## src/core/sem_host_pkg.sv

```systemverilog
package sem_host_pkg;
    localparam int FLAG_COUNT = 8;
    localparam int INDEX_WIDTH = 3;
    localparam int DATA_WIDTH = 9;
    localparam int ADDR_WIDTH = 13;
    // bus timing, in ns, and derived cycles at 100 MHz
    localparam int CLK_PERIOD_NS = 10;
    localparam int SETUP_NS = 20;
    localparam int STROBE_NS = 40;
    localparam int RECOVER_NS = 20;
    localparam int SETUP_CYCLES =
        (SETUP_NS + CLK_PERIOD_NS - 1) / CLK_PERIOD_NS;
    localparam int STROBE_CYCLES =
        (STROBE_NS + CLK_PERIOD_NS - 1) / CLK_PERIOD_NS;
    localparam int RECOVER_CYCLES =
        (RECOVER_NS + CLK_PERIOD_NS - 1) / CLK_PERIOD_NS;
    localparam logic [3:0] CNT_ZERO = 4'h0;

    typedef enum logic [1:0] {
        CMD_ACQUIRE,
        CMD_RELEASE,
        CMD_POLL,
        CMD_INIT
    } cmd_type;

    typedef struct packed {
        logic chip_enable_n;
        logic semaphore_select_n;
        logic output_enable_n;
        logic read_write_n;
        logic [ADDR_WIDTH-1:0] address;
    } pins_type;

    typedef struct packed {
        logic granted;
        logic [INDEX_WIDTH-1:0] flag_index;
    } result_type;
endpackage

```

## src/core/sem_host.sv

```systemverilog
// Contract
// - write zero claims, write one releases
// - semaphore_select_n low selects flag space
// - acquire is write zero then read
// - after failure, poll or write one
// - strobes go high between successive reads
// - init writes one to every flag
// - chip enable high, select low for access
`timescale 1ns/100ps
module sem_host
    import sem_host_pkg::*;
#(
    parameter int SETUP_CYC = SETUP_CYCLES,
    parameter int STROBE_CYC = STROBE_CYCLES,
    parameter int RECOVER_CYC = RECOVER_CYCLES
) (
    input wire logic clk,
    input wire logic rst_n,
    input wire logic clk_en,
    input wire logic cmd_valid,
    output logic cmd_ready,
    input wire cmd_type cmd,
    input wire logic [INDEX_WIDTH-1:0] cmd_index,
    output logic result_valid,
    output result_type result,
    output pins_type pins,
    input wire logic [DATA_WIDTH-1:0] data_in,
    output logic [DATA_WIDTH-1:0] data_out,
    output logic [DATA_WIDTH-1:0] data_oe
);
    typedef enum logic [2:0] {
        ST_IDLE,
        ST_SETUP,
        ST_STROBE,
        ST_RECOVER,
        ST_DONE
    } state_type;

    state_type state_reg, state_next;
    logic [3:0] count_reg, count_next;
    logic is_read_reg, is_read_next;
    logic wbit_reg, wbit_next;
    logic [INDEX_WIDTH-1:0] idx_reg, idx_next;
    cmd_type cmd_reg, cmd_next;
    logic [DATA_WIDTH-1:0] sync1_reg, sync2_reg;
    logic granted_reg, granted_next;
    logic result_valid_reg, result_valid_next;
    logic last_init;
    logic count_done;
    logic [3:0] setup_c, strobe_c, recover_c;
    logic read_zero;
    result_type result_next;
    logic load_result;

    // a release or an init walk writes a one; a failed claim must be
    // followed by one of these or by polls, or its latch stays pending
    function automatic logic writes_one(cmd_type c);
        return (c == CMD_RELEASE) || (c == CMD_INIT);
    endfunction

    // only a poll starts with a read; a claim always writes first
    function automatic logic reads_first(cmd_type c);
        return (c == CMD_POLL);
    endfunction

    assign setup_c = 4'(SETUP_CYC - 1);
    assign strobe_c = 4'(STROBE_CYC - 1);
    assign recover_c = 4'(RECOVER_CYC - 1);
    assign count_done = (count_reg == CNT_ZERO);
    assign last_init = (idx_reg == INDEX_WIDTH'(FLAG_COUNT - 1));
    // a flag reads all zeros when owned by this side
    assign read_zero = ~sync2_reg[0];
    assign cmd_ready = (state_reg == ST_IDLE);
    assign result_valid = result_valid_reg;
    // result stands from one answer until the next command completes
    assign load_result = result_valid_next;
    assign result_next = '{granted: granted_reg,
                           flag_index: idx_reg};

    // two stages before anything reads the device data pins
    always_ff @(posedge clk) begin
        if (clk_en) begin
            sync1_reg <= data_in;
            sync2_reg <= sync1_reg;
        end
    end

    always_comb begin
        state_next = state_reg;
        count_next = count_reg;
        is_read_next = is_read_reg;
        wbit_next = wbit_reg;
        idx_next = idx_reg;
        cmd_next = cmd_reg;
        granted_next = granted_reg;
        result_valid_next = 1'b0;
        unique case (state_reg)
            ST_IDLE: begin
                if (cmd_valid) begin
                    cmd_next = cmd;
                    idx_next = (cmd == CMD_INIT) ? '0 : cmd_index;
                    // acquire writes zero first, never reads first
                    is_read_next = reads_first(cmd);
                    wbit_next = writes_one(cmd);
                    count_next = setup_c;
                    state_next = ST_SETUP;
                end
            end
            ST_SETUP: begin
                // address and select settle before any strobe
                if (count_done) begin
                    count_next = strobe_c;
                    state_next = ST_STROBE;
                end else begin
                    count_next = count_reg - 4'h1;
                end
            end
            ST_STROBE: begin
                // sample once the synchronised data has followed the strobe
                if (count_done) begin
                    if (is_read_reg) begin
                        granted_next = read_zero;
                    end
                    count_next = recover_c;
                    state_next = ST_RECOVER;
                end else begin
                    count_next = count_reg - 4'h1;
                end
            end
            ST_RECOVER: begin
                // strobes stay high here, so next read relatches
                if (!count_done) begin
                    count_next = count_reg - 4'h1;
                end else if (cmd_reg == CMD_ACQUIRE && !is_read_reg) begin
                    is_read_next = 1'b1;
                    count_next = setup_c;
                    state_next = ST_SETUP;
                end else if (cmd_reg == CMD_INIT && !last_init) begin
                    // every flag in turn, so no stale request survives
                    idx_next = idx_reg + INDEX_WIDTH'(1);
                    count_next = setup_c;
                    state_next = ST_SETUP;
                end else begin
                    state_next = ST_DONE;
                end
            end
            ST_DONE: begin
                // one-cycle answer; result loads on the same edge
                result_valid_next = 1'b1;
                state_next = ST_IDLE;
            end
            default: state_next = ST_IDLE;
        endcase
    end

    // the device flags survive this reset; software issues an init
    always_ff @(posedge clk) begin
        if (!rst_n) begin
            state_reg <= ST_IDLE;
            count_reg <= CNT_ZERO;
            is_read_reg <= 1'b0;
            wbit_reg <= 1'b1;
            idx_reg <= '0;
            cmd_reg <= CMD_POLL;
            granted_reg <= 1'b0;
            result_valid_reg <= 1'b0;
        end else if (clk_en) begin
            state_reg <= state_next;
            count_reg <= count_next;
            is_read_reg <= is_read_next;
            wbit_reg <= wbit_next;
            idx_reg <= idx_next;
            cmd_reg <= cmd_next;
            granted_reg <= granted_next;
            result_valid_reg <= result_valid_next;
        end
    end

    // pins lag the state by one register: select falls one cycle into
    // setup, the strobe pins follow one cycle into strobe, and recover
    // keeps every strobe high so the device relatches on the next read
    // and a pending write is closed before the next access begins
    logic active;
    logic strobe;
    assign active = (state_reg == ST_SETUP) || (state_reg == ST_STROBE);
    assign strobe = (state_reg == ST_STROBE);

    always_ff @(posedge clk) begin
        if (!rst_n) begin
            // idle bus: every strobe inactive, nothing driven
            pins <= '{chip_enable_n: 1'b1, semaphore_select_n: 1'b1,
                      output_enable_n: 1'b1, read_write_n: 1'b1,
                      address: '0};
            data_out <= '0;
            data_oe <= '0;
            result <= '0;
        end else if (clk_en) begin
            // chip enable stays high: only the flag space is ever selected
            pins.chip_enable_n <= 1'b1;
            pins.semaphore_select_n <= ~active;
            pins.output_enable_n <= ~(strobe && is_read_reg);
            pins.read_write_n <= ~(strobe && !is_read_reg);
            pins.address <= {{(ADDR_WIDTH-INDEX_WIDTH){1'b0}},
                             idx_reg};
            // only bit zero carries the flag value; the rest idle high
            data_out <= {{(DATA_WIDTH-1){1'b1}}, wbit_reg};
            data_oe <= {DATA_WIDTH{active && !is_read_reg}};
            if (load_result) begin
                result <= result_next;
            end
        end
    end
endmodule // sem_host

```

## config.mk

```make
export PLATFORM = sky130hd
export DESIGN_NAME = sem_host
export DESIGN_NICKNAME = d
export VERILOG_FILES = /design/src/core/sem_host_pkg.sv /design/src/core/sem_host.sv
export SDC_FILE = /design/constraint.sdc
export NUM_CORES = 1
export LEC_CHECK = 0
export ABC_AREA = 0
export BUFFER_PORTS_ARGS = -buffer_cell sky130_fd_sc_hd__buf_2
export CORE_MARGIN = 2
export CORE_UTILIZATION = 44
export CTS_CLUSTER_SIZE = 40
export DETAILED_ROUTE_END_ITERATION = 10
export PLACE_DENSITY = 0.81
export SLEW_MARGIN = 30
export SYNTH_ARGS = -nofsm -noshare
export SYNTH_HDL_FRONTEND = slang
export SYNTH_SLANG_ARGS = --single-unit
export TNS_END_PERCENT = 5
```

## constraint.sdc

```tcl
create_clock -name clk -period 1.67 [get_ports clk]
set_input_delay 0.167 -clock clk [delete_from_list [all_inputs] [get_ports clk]]
set_output_delay 0.167 -clock clk [all_outputs]
set_load 0.02 [all_outputs]
```

### Word-level counts from Yosys, hierarchy flattened

Index checks and enable logic that the tools add are counted.

* output and inout bits: 41
* input port bits: 18
* word-level logic and storage cells: 87
* bits in registers: 31

* mux-type cells: 25
* reduce and logical (&&, ||, !) cells: 21
* equal/unequal tests: 17
* add/sub/neg operators: 2
* bitwise logic cells: 4

Operator list (count)
* two-way mux 3 bit: 11
* two-way mux 4 bit: 6
* case mux 4 bit (4 select lines): 1
* inequality test 2 bit (second input constant): 7
* case mux 3 bit (4 select lines): 1
* AND reduction 5 bit: 2
* AND reduction 4 bit: 2
* == test 2 bit (second input constant): 3
* == test 3 x 2 -> 1 bit (second input constant): 2
* == test 3 bit (second input constant): 2
* case mux 3 bit (2 select lines): 1
* AND reduction 6 bit: 1
* logical AND 1 bit: 5
* zero test 4 bit: 1
* two-way mux 1 bit: 4
* inequality test 4 bit (second input constant): 1
* inverter 1 bit: 4
* nonzero test 4 bit: 1
* subtractor 4 x 1 -> 4 bit (second input constant): 1
* adder 3 x 1 -> 3 bit (second input constant): 1
* == test 3 x 1 -> 1 bit (second input constant): 1
* zero test 3 bit: 1
* AND reduction 3 bit: 1
* == test 2 x 1 -> 1 bit (second input constant): 1
* other kinds (6): 8

### Logic depth before layout (Yosys ltp)

Gate-level depths: netlist of run 1.

* word-level depth: 7
* depth in mapped cells: 6
* mapped depth without buffers: 6

### Worst setup path after synthesis of run 1

No wires, ideal clock.

* path kind: reg-to-reg
* start point: reg count_reg[0]
* end point: reg state_reg[1]
* arrival: 1.542 ns
* path slack: 0.013 ns
* clock period less this slack: 1.657 ns
* data required time: 1.556 ns
* stages on the path, launching flop included: 6
* library setup time: 0.114 ns
* buffers on the path: 1
* cell sequence: dfxtp_1 buf_6 or4_4 a221oi_4 mux2i_1 nor2_1

* word-level cells in the longest chain between the ends: 3
* elaborated cells on any way between the ends: 5
* those cells by class: eq/ne (3); reduce/logical (2)

Ends and longest elaborated chain
* from (decl): line sem_host.sv:40 `logic [3:0] count_reg, count_next;`
* from (signal assigned): line sem_host.sv:169 `count_reg <= count_next;`
* zero test 4 bit (*): line sem_host.sv:69 `assign count_done = (count_reg == CNT_ZERO);`
* inequality test 2 bit (no line)
* AND reduction 5 bit (no line) (*)
* to (signal assigned): line sem_host.sv:168 `state_reg <= state_next;`
* to (decl): line sem_host.sv:39 `state_type state_reg, state_next;`

Mark *: on every way between the ends. The rest lies on a longest branch, timed or not.
A chain may end at the register's enable or synchronous reset.

### Final worst setup path of run 1

Same ends and word-level chain as after synthesis.

==> summary.txt, run 1 <==
Drt
  – Drt wl/cell: 12.38 um
  – Post-DR vias/cell: 5.089
  – Wirelength, routed: 3.356 mm
  – Vias: 1379
  – Final ANT Viol Nets: 0
  – 1st-iter DRT viols: 46
  – Number of DRC violations after detailed routing: 0
  – Initial DRT Pass Iterations: 4

Pwr
  – Worst VDD drop: 639.0 uV
  – Lkg Pwr: 0.8546 nW
  – PD cells: 950.2 nW/um^2

STA
  – Max-slew headroom: 0.5813
  – Fmax: 0.5971 GHz
  – Tmin final: 1.675 ns
  – Final-report hold violation count: 0
  – Worst slew pin tran: 0.6273 ns
  – RSZ-0062 raised after global routing: true
  – Setup Skew: 0.006109 ns
  – Endpoints failing setup: 1
  – Period utilisation layout: 1.003
  – Min Hold Slack: 0.06272 ns
  – Count of pins over their slew limit: 0
  – Worst Setup Slack, final: -0.004875 ns

Finish
  – Fin util: 0.5120
  – Synth-to-layout area growth: 11.87%
  – Multi-input logic area: 760.7 sq um
  – Most frequent cells in the layout: 39 x buf_2, 27 x dfxtp_1, 23 x nor2_1
  – Register area: 643.1 sq um
  – Final Non-Filler Cells: 271
  – Final Net Count: 242
  – Max reg flops: 6
  – Layout fillers: 360
  – Layout cells sized above 1: 0.2960
  – Most common cell after layout, fill and taps aside: buf_2
  – Antenna cell count: 0

CTS
  – CTS Buffer Depth: 2
  – TritonCTS clock tree: done
  – Clock-pin slew on the worst setup and hold paths: 0.06 ns
  – Root Buffer: clkbuf_8
  – Num CTS Buffers: 5
  – Hold_buf cts: 0
  – CTS H-Tree Depth: 2
  – CTS Sinks: 31
  – Latest clock arrival within the worst-skew pair: 0.28 ns

Global routing
  – First-pass GRT wire length: 5.595 mm
  – Initial antenna violation count: 0
  – Largest net degree at the start of global routing: 22
  – Vias in the first global route: 1227
  – Grt ovf: 0
  – GRT Total Usage: 0.1716

Worst setup path
  – Data required, critical path: 1.81 ns
  – R2R Path Start: count_reg[0]$_SDFFE_PN0P_
  – Worst setup path class: flop to flop
  – Worst-case register-to-register setup slack: -0.005 ns
  – Worst setup SP type: flop
  – Crit-path cells: or4_4, a221oi_4, mux2i_1, nor2_1
  – CP startpoint: count_reg[0]$_SDFFE_PN0P_
  – Reg-to-reg endpoint: state_reg[1]$_SDFFE_PN0P_
  – Crit Path Max Fanout: 4
  – Slowest cell on the critical path: or4_4
  – Max stage delay on crit path: 0.59 ns
  – Worst Path Arrival: 1.82 ns
  – Worst Reg-to-Reg Cells: 4
  – CP Capture Type: flop

Synth
  – Seq/Total Area, Yosys: 0.3824
  – Main synth FF type: dfxtp_1
  – Syn. warnings: 0
  – Mapped Area: 1675 sq um
  – #FFs+latches synth: 31
  – Largest cells by area after synthesis: dfxtp_1 35%, buf_4 12%, mux2i_1 6.0%
  – Area share of the leading cell type in the synthesized netlist: 0.3465
  – Gate Count Post-Synth: 191
  – Yosys cell types: 44
  – EDFF count, synth: 2
  – Synth Area per Inst: 8.772 sq um
  – Ys async rst share: 0
  – Synth area leader: dfxtp_1

Placed design
  – Gpl congestion: 0.8954
  – Port Buffers: 39
  – Placed Cells: 262
  – HPWL Detailed: 2.544 mm

Worst hold path
  – Hold Path Sink: sync1_reg[0]$_DFFE_PP_
  – Hold Path Cell Cnt: 1
  – Hold Startpoint: data_in[0]
  – Hold Path Class: input pin to flop

Die
  – Die width: 65.71 um
  – Initial Util: 0.4576
  – Die height: 65.71 um
  – Row cnt: 22
  – Ports: 59
  – Core Area: 3661 sq um
  – Die area: 4317 sq um

Outcome
  – Status: complete, but fails checks
  – Violated checks: negative setup slack

Run
  – Max Cap Viol: 0
## synthesized netlist by cell type (2+ instances only)
cell	instances
o22ai_1	2
and3_1	2
nand3_1	6
a221oi_1	2
nand4_1	2
clkbuf_1	5
a31oi_1	2
nand2_1	16
a21oi_1	7
nor2_1	23
nor3_1	6
buf_4	26
nand3b_1	4
a311oi_1	3
ha_1	2
conb_1	2
inv_1	7
clkbuf_8	3
dfxtp_1	29
o21ai_0	5
nor2b_1	3
buf_6	2
edfxtp_1	2
mux2i_1	10
## per-stage QoR
stage	area [sq um]	total power, mW	setup WS (ns)	setup TNS (ns)
floorplan	1709	1.146	0.01328	0
global placement	1773	1.186	0.03326	0
detailed placement	1773	1.195	0.006785	0
CTS	1864	1.800	-0.004927	-0.004927
global route	1874	1.881	-0.1024	-0.1625
finish	1874	1.781	-0.004875	-0.004875
## how the worst max path moves through the flow
stage,endpoint,slack [ns],cells past startpoint
final,state_reg[1]$_SDFFE_PN0P_,-0.005,4
after global routing,state_reg[1]$_SDFFE_PN0P_,-0.10,4
after CTS,state_reg[1]$_SDFFE_PN0P_,-0.005,4
after detailed placement,state_reg[1]$_SDFFE_PN0P_,0.007,4
after global placement,state_reg[1]$_SDFFE_PN0P_,0.03,4
after floorplan,state_reg[1]$_SDFFE_PN0P_,0.01,5
## cell families (layout without fill, tap and decap cells)
| group | Yosys count | count (layout) | synth area share |
|---|---|---|---|
| compound gates | 31 | 31 | 0.1397 |
| mux | 10 | 10 | 0.05975 |
| fa+ha+maj | 2 | 2 | 0.01493 |
| simple gates | 70 | 70 | 0.2099 |
| other cells | 2 | 11 | 0.004483 |
| xor+xnor | 1 | 1 | 0.005229 |
| flops | 31 | 31 | 0.3824 |
| buf+inv | 44 | 67 | 0.1837 |
## layout make-up
cell class	instances	share of cell area
Timing Repair Buffer	52	0.1562
Sequential cell	31	0.3431
Tap cell	48	0.03204
Clock buffer	7	0.04606
Multi-Input combinational cell	125	0.4059
Clock inverter	1	0.002670
Inverter	7	0.01402
## critical path: cells and delay by family, from the launching register on
family	cells	cell delay [ns]
and+or+nand+nor	2	0.64
AOI/OAI and AO/OA	1	0.37
DFF	1	0.31
muxes	1	0.22
## per-layer routing
metal	vias to the layer above	track usage	share of wire
li1	688	-	-
met1	637	0.1998	0.41
met2	47	0.2942	0.51
met3	7	0.04795	0.069
met4	0	0.07031	0.017
met5	-	0	0
## report_power, final
part	internal [mW]	switching [mW]	leakage (nW)
Sequential	0.787	0.0355	0.257
Combinational	0.139	0.223	0.550
Clock	0.332	0.266	0.0482
## repair_timing
| action | in CTS | in global routing |
|---|---|---|
| pin swaps | 0 | 3 |
| endpoints found under the setup margin | 1 | 6 |
| resized for setup | 0 | 2 |
| setup buffers | 0 | 1 |
Note: power is estimated with default switching activity, not from simulation.
==> run 2, diff against run 1 <==
--- a/config.mk
+++ b/config.mk
@@ -11,6 +11,7 @@
 export CORE_UTILIZATION = 44
 export CTS_CLUSTER_SIZE = 40
 export DETAILED_ROUTE_END_ITERATION = 10
+export GPL_TIMING_DRIVEN = 0
 export PLACE_DENSITY = 0.81
 export SLEW_MARGIN = 30
 export SYNTH_ARGS = -nofsm -noshare
==> constraint.sdc (replaced) <==
create_clock -name clk -period 1.67 [get_ports clk]
set_input_delay 0.167 -clock clk [delete_from_list [all_inputs] [get_ports clk]]
set_output_delay 0.167 -clock clk [all_outputs]
set_load 0.1 [all_outputs]
==> run 2 against run 1 <==
Compared with the run above:
- the run still ends with negative setup slack left
- flip-flop and latch count stayed put
- core utilization is 6.3 points higher
- sequential power hardly changed
- clock skew is 0.0035 ns lower
- maximum frequency is 0.89% lower
- power is 29% higher
- largest power group unchanged
- routed wire length is 5.4% higher
==> summary.txt, run 2 (synthesized netlist as in run 1, its figures left out) <==
Global routing
  – Initial antenna violation count: 0 (unchanged)
  – Grt ovf: 0 (unchanged)
  – First-pass GRT wire length: 5.637 mm (+0.75%)
  – Vias in the first global route: 1269 (+3.4%)
  – Largest net degree at the start of global routing: 11 (-50%)
  – GRT Total Usage: 0.1720 (+0.0004234)

STA
  – Worst slew pin tran: 0.5498 ns (-0.07752 ns)
  – RSZ-0062 raised after global routing: true
  – Min Hold Slack: 0.06291 ns (+0.0001908 ns)
  – Tmin final: 1.690 ns (+0.01498 ns)
  – Period utilisation layout: 1.012 (+0.008972)
  – Setup Skew: 0.002629 ns (-0.003480 ns)
  – Endpoints failing setup: 1 (unchanged)
  – Max-slew headroom: 0.6335 (+0.05214)
  – Final-report hold violation count: 0 (unchanged)
  – Count of pins over their slew limit: 0 (unchanged)
  – Worst Setup Slack, final: -0.01986 ns (-0.01498 ns)
  – Fmax: 0.5918 GHz (-0.89%)

CTS
  – Post-CTS setup buffers: 0 (unchanged)
  – TritonCTS clock tree: done
  – Hold_buf cts: 0 (unchanged)
  – CTS Sinks: 31 (unchanged)
  – CTS Buffer Depth: 2 (unchanged)
  – Root Buffer: clkbuf_8
  – Latest clock arrival within the worst-skew pair: 0.28 ns (about the same)
  – CTS H-Tree Depth: 2 (unchanged)
  – Num CTS Buffers: 5 (unchanged)
  – Clock-pin slew on the worst setup and hold paths: 0.06 ns (about the same)

Drt
  – Vias: 1460 (+5.9%)
  – Drt wl/cell: 12.03 um (-2.9%)
  – Post-DR vias/cell: 4.966 (-2.4%)
  – Wirelength, routed: 3.536 mm (+5.4%)
  – Uppermost layer routed: met4
  – Number of DRC violations after detailed routing: 0 (unchanged)
  – 1st-iter DRT viols: 65 (+41%)
  – Initial DRT Pass Iterations: 5 (+1)
  – M1 wire length: 1.555 mm (+14%)
  – Met2 wire len: 1.715 mm (+0.88%)
  – Final ANT Viol Nets: 0 (unchanged)
  – Met3 wire len: 215 um (-7.7%)

Worst hold path
  – Hold Path Class: input pin to flop

Finish
  – Most frequent cells in the layout: 39 x buf_2, 27 x dfxtp_1, 26 x buf_4
  – Antenna cell count: 0 (unchanged)
  – Final Non-Filler Cells: 294 (+8.5%)
  – Layout fillers: 335 (-6.9%)
  – Synth-to-layout area growth: 25.69%
  – Final Net Count: 265 (+9.5%)
  – Register area: 643.1 sq um (unchanged)
  – Multi-input logic area: 795.8 sq um (+4.6%)
  – Max reg flops: 6 (unchanged)
  – Layout cells sized above 1: 0.3659 (+0.06989)
  – Most common cell after layout, fill and taps aside: buf_2

Worst setup path
  – Crit Path Max Fanout: 5 (+1)
  – Data required, critical path: 1.85 ns (+0.04 ns)
  – CP Capture Type: flop
  – Crit-path cells: or4_4, a221oi_4, mux2i_1, nor2_1
  – Worst Path Arrival: 1.87 ns (+0.05 ns)
  – Worst setup path class: flop to flop
  – Worst setup SP type: flop
  – Max stage delay on crit path: 0.60 ns (about the same)
  – Slowest cell on the critical path: or4_4

Pwr
  – Switching share of power: 0.3882 (+0.09402)
  – Combinational power share: 0.332 (+0.129)
  – Seq pwr share: 0.357 (-0.105)
  – Switching pwr: 0.8910 mW (+70%)
  – Lkg Pwr: 0.9828 nW (+15%)
  – P_int: 1.404 mW (+12%)
  – Clock Power Share: 0.310 (-0.025)
  – PD cells: 1090 nW/um^2 (+15%)
  – Worst VDD drop: 625.3 uV (-2.1%)

Outcome
  – Violated checks: negative setup slack
  – Status: complete, but fails checks

Die
  – Initial Util: 0.4576 (unchanged)
  – Row cnt: 22 (unchanged)
  – Ports: 59 (unchanged)
  – Die height: 65.71 um (unchanged)
  – Die area: 4317 sq um (unchanged)
  – Die width: 65.71 um (unchanged)
  – Core Area: 3661 sq um (unchanged)

Placed design
  – Placed Cells: 287 (+9.5%)
  – Port Buffers: 39 (unchanged)
  – Placement Setup Slack: -0.1245 ns (-0.1313 ns)
  – HPWL Detailed: 2.533 mm (-0.43%)
  – Gpl congestion: 0.8710 (-2.7%)

Run
  – Max Cap Viol: 0 (unchanged)
-- run 2: routing by layer --
| metal | GRT usage | vias up |
|---|---|---|
| met5 | 0 | - |
| met2 | 0.2727 | 49 |
| met4 | 0.07552 | 0 |
| met1 | 0.2150 | 672 |
| li1 | - | 733 |
| met3 | 0.05137 | 6 |
-- run 2: timing repair --
| action | in CTS | in global routing |
|---|---|---|
| endpoints found under the setup margin | 4 | 9 |
| resized for setup | 5 | 2 |
| pin swaps | 4 | 4 |
-- run 2: power groups by stage --
stage	Combinational (mW)	Sequential [mW]	Clock (mW)
CTS	0.759	0.819	0.724
floorplan	0.586	0.907	0
global route	0.799	0.827	0.752
finish	0.763	0.820	0.712
global placement	0.750	0.834	0
detailed placement	0.755	0.835	0
-- run 2: path summary, 6_finish.rpt --
path | start | to | slack, ns | depth (start not counted)
worst max register to register | count_reg[2]$_SDFFE_PN0P_ | state_reg[1]$_SDFFE_PN0P_ | -0.02 | 4
worst min register to register | sync1_reg[0]$_DFFE_PP_ | sync2_reg[0]$_DFFE_PP_ | 0.43 | 0
worst min-delay path | data_in[0] | sync1_reg[0]$_DFFE_PP_ | 0.06 | 1
worst max-delay path | count_reg[2]$_SDFFE_PN0P_ | state_reg[1]$_SDFFE_PN0P_ | -0.02 | 4
-- run 2: metrics by stage --
step	total power, mW	setup TNS (ns)	utilization	cell area (sq um)
floorplan	1.493	0	-	1720
global placement	1.583	-0.2332	0.5396	1976
detailed placement	1.590	-0.4463	0.5396	1976
CTS	2.302	-0.01370	0.5718	2093
global route	2.377	-0.1695	0.5752	2106
finish	2.295	-0.01986	0.5752	2106
-- run 2: area by class of cell --
class,instances,share of cell area
Multi-Input combinational cell,125,0.3779
Sequential cell,31,0.3054
Buffer,36,0.1319
Timing Repair Buffer,39,0.09269
Clock buffer,5,0.03268
Tap cell,48,0.02852
Clock inverter,3,0.01842
Inverter,7,0.01248
-- run 2: critical path, delay by kind of cell (launching register included) --
kind,cells,cell delay [ns]
AOI/OAI and AO/OA,1,0.37
DFF,1,0.34
muxes,1,0.22
and+or+nand+nor,2,0.65
==> run 3, diff against run 2 <==
--- a/config.mk
+++ b/config.mk
@@ -8,11 +8,11 @@
 export ABC_AREA = 0
 export BUFFER_PORTS_ARGS = -buffer_cell sky130_fd_sc_hd__buf_2
 export CORE_MARGIN = 2
-export CORE_UTILIZATION = 44
+export CORE_UTILIZATION = 45
 export CTS_CLUSTER_SIZE = 40
 export DETAILED_ROUTE_END_ITERATION = 10
 export GPL_TIMING_DRIVEN = 0
-export PLACE_DENSITY = 0.81
+export PLACE_DENSITY = 0.79
 export SLEW_MARGIN = 30
 export SYNTH_ARGS = -nofsm -noshare
 export SYNTH_HDL_FRONTEND = slang
==> constraint.sdc (replaced) <==
create_clock -name clk -period 1.92 [get_ports clk]
set_input_delay 0.192 -clock clk [delete_from_list [all_inputs] [get_ports clk]]
set_output_delay 0.192 -clock clk [all_outputs]
set_load 0.1 [all_outputs]
==> run 3 against run 2 <==
Compared with the run above:
- the flow now finishes without violations
- critical path depth up 1
- sequential power down 13%
- critical endpoint unchanged
- register-to-register slack better by 0.20 ns
- clock power down 6.6%
==> summary.txt, run 3 (synthesized netlist as in run 1, its figures left out) <==
Finish
  – Synth-to-layout area growth: 24.57%
  – Final Net Count: 266 (+0.38%)
  – Layout cells sized above 1: 0.3401 (-0.02577)
  – Most frequent cells in the layout: 39 x buf_2, 29 x dfxtp_1, 26 x buf_4
  – Layout fillers: 337 (+0.60%)
  – Max reg flops: 6 (unchanged)
  – Antenna cell count: 0 (unchanged)
  – Most common cell after layout, fill and taps aside: buf_2

Drt
  – Initial DRT Pass Iterations: 5 (unchanged)
  – 1st-iter DRT viols: 66 (+1.5%)
  – Post-DR vias/cell: 4.766 (-4.0%)
  – Final ANT Viol Nets: 0 (unchanged)
  – Drt wl/cell: 11.52 um (-4.2%)
  – Number of DRC violations after detailed routing: 0 (unchanged)
  – Wirelength, routed: 3.398 mm (-3.9%)
  – Vias: 1406 (-3.7%)

CTS
  – Latest clock arrival within the worst-skew pair: 0.29 ns (about the same)
  – CTS Sinks: 31 (unchanged)
  – Root Buffer: clkbuf_8
  – CTS H-Tree Depth: 2 (unchanged)
  – TritonCTS clock tree: done
  – Clock-pin slew on the worst setup and hold paths: 0.06 ns (about the same)
  – Hold_buf cts: 0 (unchanged)
  – Num CTS Buffers: 5 (unchanged)
  – Post-cts repair resize count: 0 (-5)
  – CTS Buffer Depth: 2 (unchanged)
  – Post-CTS setup buffers: 0 (unchanged)

Worst setup path
  – CP Capture Type: flop
  – Data required, critical path: 2.10 ns (+0.25 ns)
  – CP startpoint: count_reg[0]$_SDFFE_PN0P_
  – Crit Path Max Fanout: 8 (+3)
  – R2R Path Start: count_reg[0]$_SDFFE_PN0P_
  – Worst setup SP type: flop
  – Worst Path Arrival: 1.92 ns (+0.05 ns)
  – Worst setup path class: flop to flop
  – Worst Reg-to-Reg Cells: 5 (+1)

Pwr
  – Lkg Pwr: 0.9795 nW (-0.34%)
  – PD cells: 973.0 nW/um^2 (-11%)
  – Worst VDD drop: 623.7 uV (-0.27%)

STA
  – Count of pins over their slew limit: 0 (unchanged)
  – Min Hold Slack: 0.08478 ns (+0.02186 ns)
  – Final-report hold violation count: 0 (unchanged)
  – Max-slew headroom: 0.6329 (about the same)
  – Tmin final: 1.744 ns (+0.05372 ns)
  – Period utilisation layout: 0.9081 (-0.1038)
  – Setup Total Neg Slack: 0 ns (+0.01986 ns)
  – Endpoints failing setup: 0 (-1)
  – Fmax: 0.5735 GHz (-3.1%)
  – RSZ-0062 raised after global routing: false
  – Setup Skew: 0.005613 ns (+0.002985 ns)
  – Worst slew pin tran: 0.5486 ns (-0.001229 ns)

Die
  – Die width: 65.02 um (-1.1%)
  – Row cnt: 22 (unchanged)
  – Core Area: 3606 sq um (-1.5%)
  – Die area: 4227 sq um (-2.1%)
  – Die height: 65.02 um (-1.1%)
  – Ports: 59 (unchanged)
  – Initial Util: 0.4646 (+0.006987)

Worst hold path
  – Hold Path Cell Cnt: 1 (unchanged)
  – Hold Startpoint: data_in[0]
  – Hold Path Class: input pin to flop

Placed design
  – Port Buffers: 39 (unchanged)
  – Gpl congestion: 0.8626 (-0.96%)
  – HPWL Detailed: 2.514 mm (-0.72%)

Global routing
  – GRT Total Usage: 0.1752 (+0.003192)
  – Initial antenna violation count: 0 (unchanged)
  – First-pass GRT wire length: 5.692 mm (+0.98%)
  – Largest net degree at the start of global routing: 11 (unchanged)
  – Vias in the first global route: 1241 (-2.2%)
  – Grt ovf: 0 (unchanged)

Run
  – Max Cap Viol: 0 (unchanged)

Outcome
  – Status: complete, no violations
run 3: worst paths after layout:
check,slack (ns),end
max,0.18,state_reg[1]$_SDFFE_PN0P_
min,0.08,sync1_reg[0]$_DFFE_PP_
max reg2reg,0.18,state_reg[1]$_SDFFE_PN0P_
min reg2reg,0.43,sync2_reg[0]$_DFFE_PP_
run 3: where the power goes:
part / total, mW / leakage (nW) / internal (mW) / switching [mW]
clock: 0.665 / 0.0612 / 0.419 / 0.246
sequential: 0.713 / 0.256 / 0.683 / 0.0299
combinational: 0.653 / 0.662 / 0.154 / 0.499
total: 2.03 / 0.979 / 1.26 / 0.774
run 3: metal layers:
layer,GRT usage,up-vias,part of all wire
met2,0.2758,43,0.46
met3,0.03646,8,0.061
li1,-,732,-
met1,0.2315,623,0.46
met4,0.07813,0,0.016
met5,0,-,0
run 3: stage by stage:
step	total power, mW	utilization	cells	setup slack, ns	cell area, sq um
floorplan	1.295	-	200	0.05876	1714
global placement	1.374	0.5461	287	0.1918	1969
detailed placement	1.379	0.5461	287	0.1961	1969
CTS	2.039	0.5788	295	0.1768	2087
global route	2.101	0.5788	295	0.1003	2087
finish	2.031	0.5788	295	0.1764	2087
run 3: final cells by class:
type | instances | area (sq um) | area share
clock buffer | 6 | 82.58 | 0.03957
sequential | 31 | 640.6 | 0.3070
multi-input combinational | 125 | 765.7 | 0.3669
buffer | 37 | 281.5 | 0.1349
clock inverter | 2 | 35.03 | 0.01679
inverter | 7 | 26.28 | 0.01259
timing repair buffer | 39 | 195.2 | 0.09353
tap | 48 | 60.06 | 0.02878
run 3: worst max-delay path, stage by stage, from the launching register on:
cell      delay (ns)
dfxtp_1         0.31
buf_6           0.12
or4_4           0.57
a221oi_4        0.36
mux2i_1         0.23
nor2_1          0.05
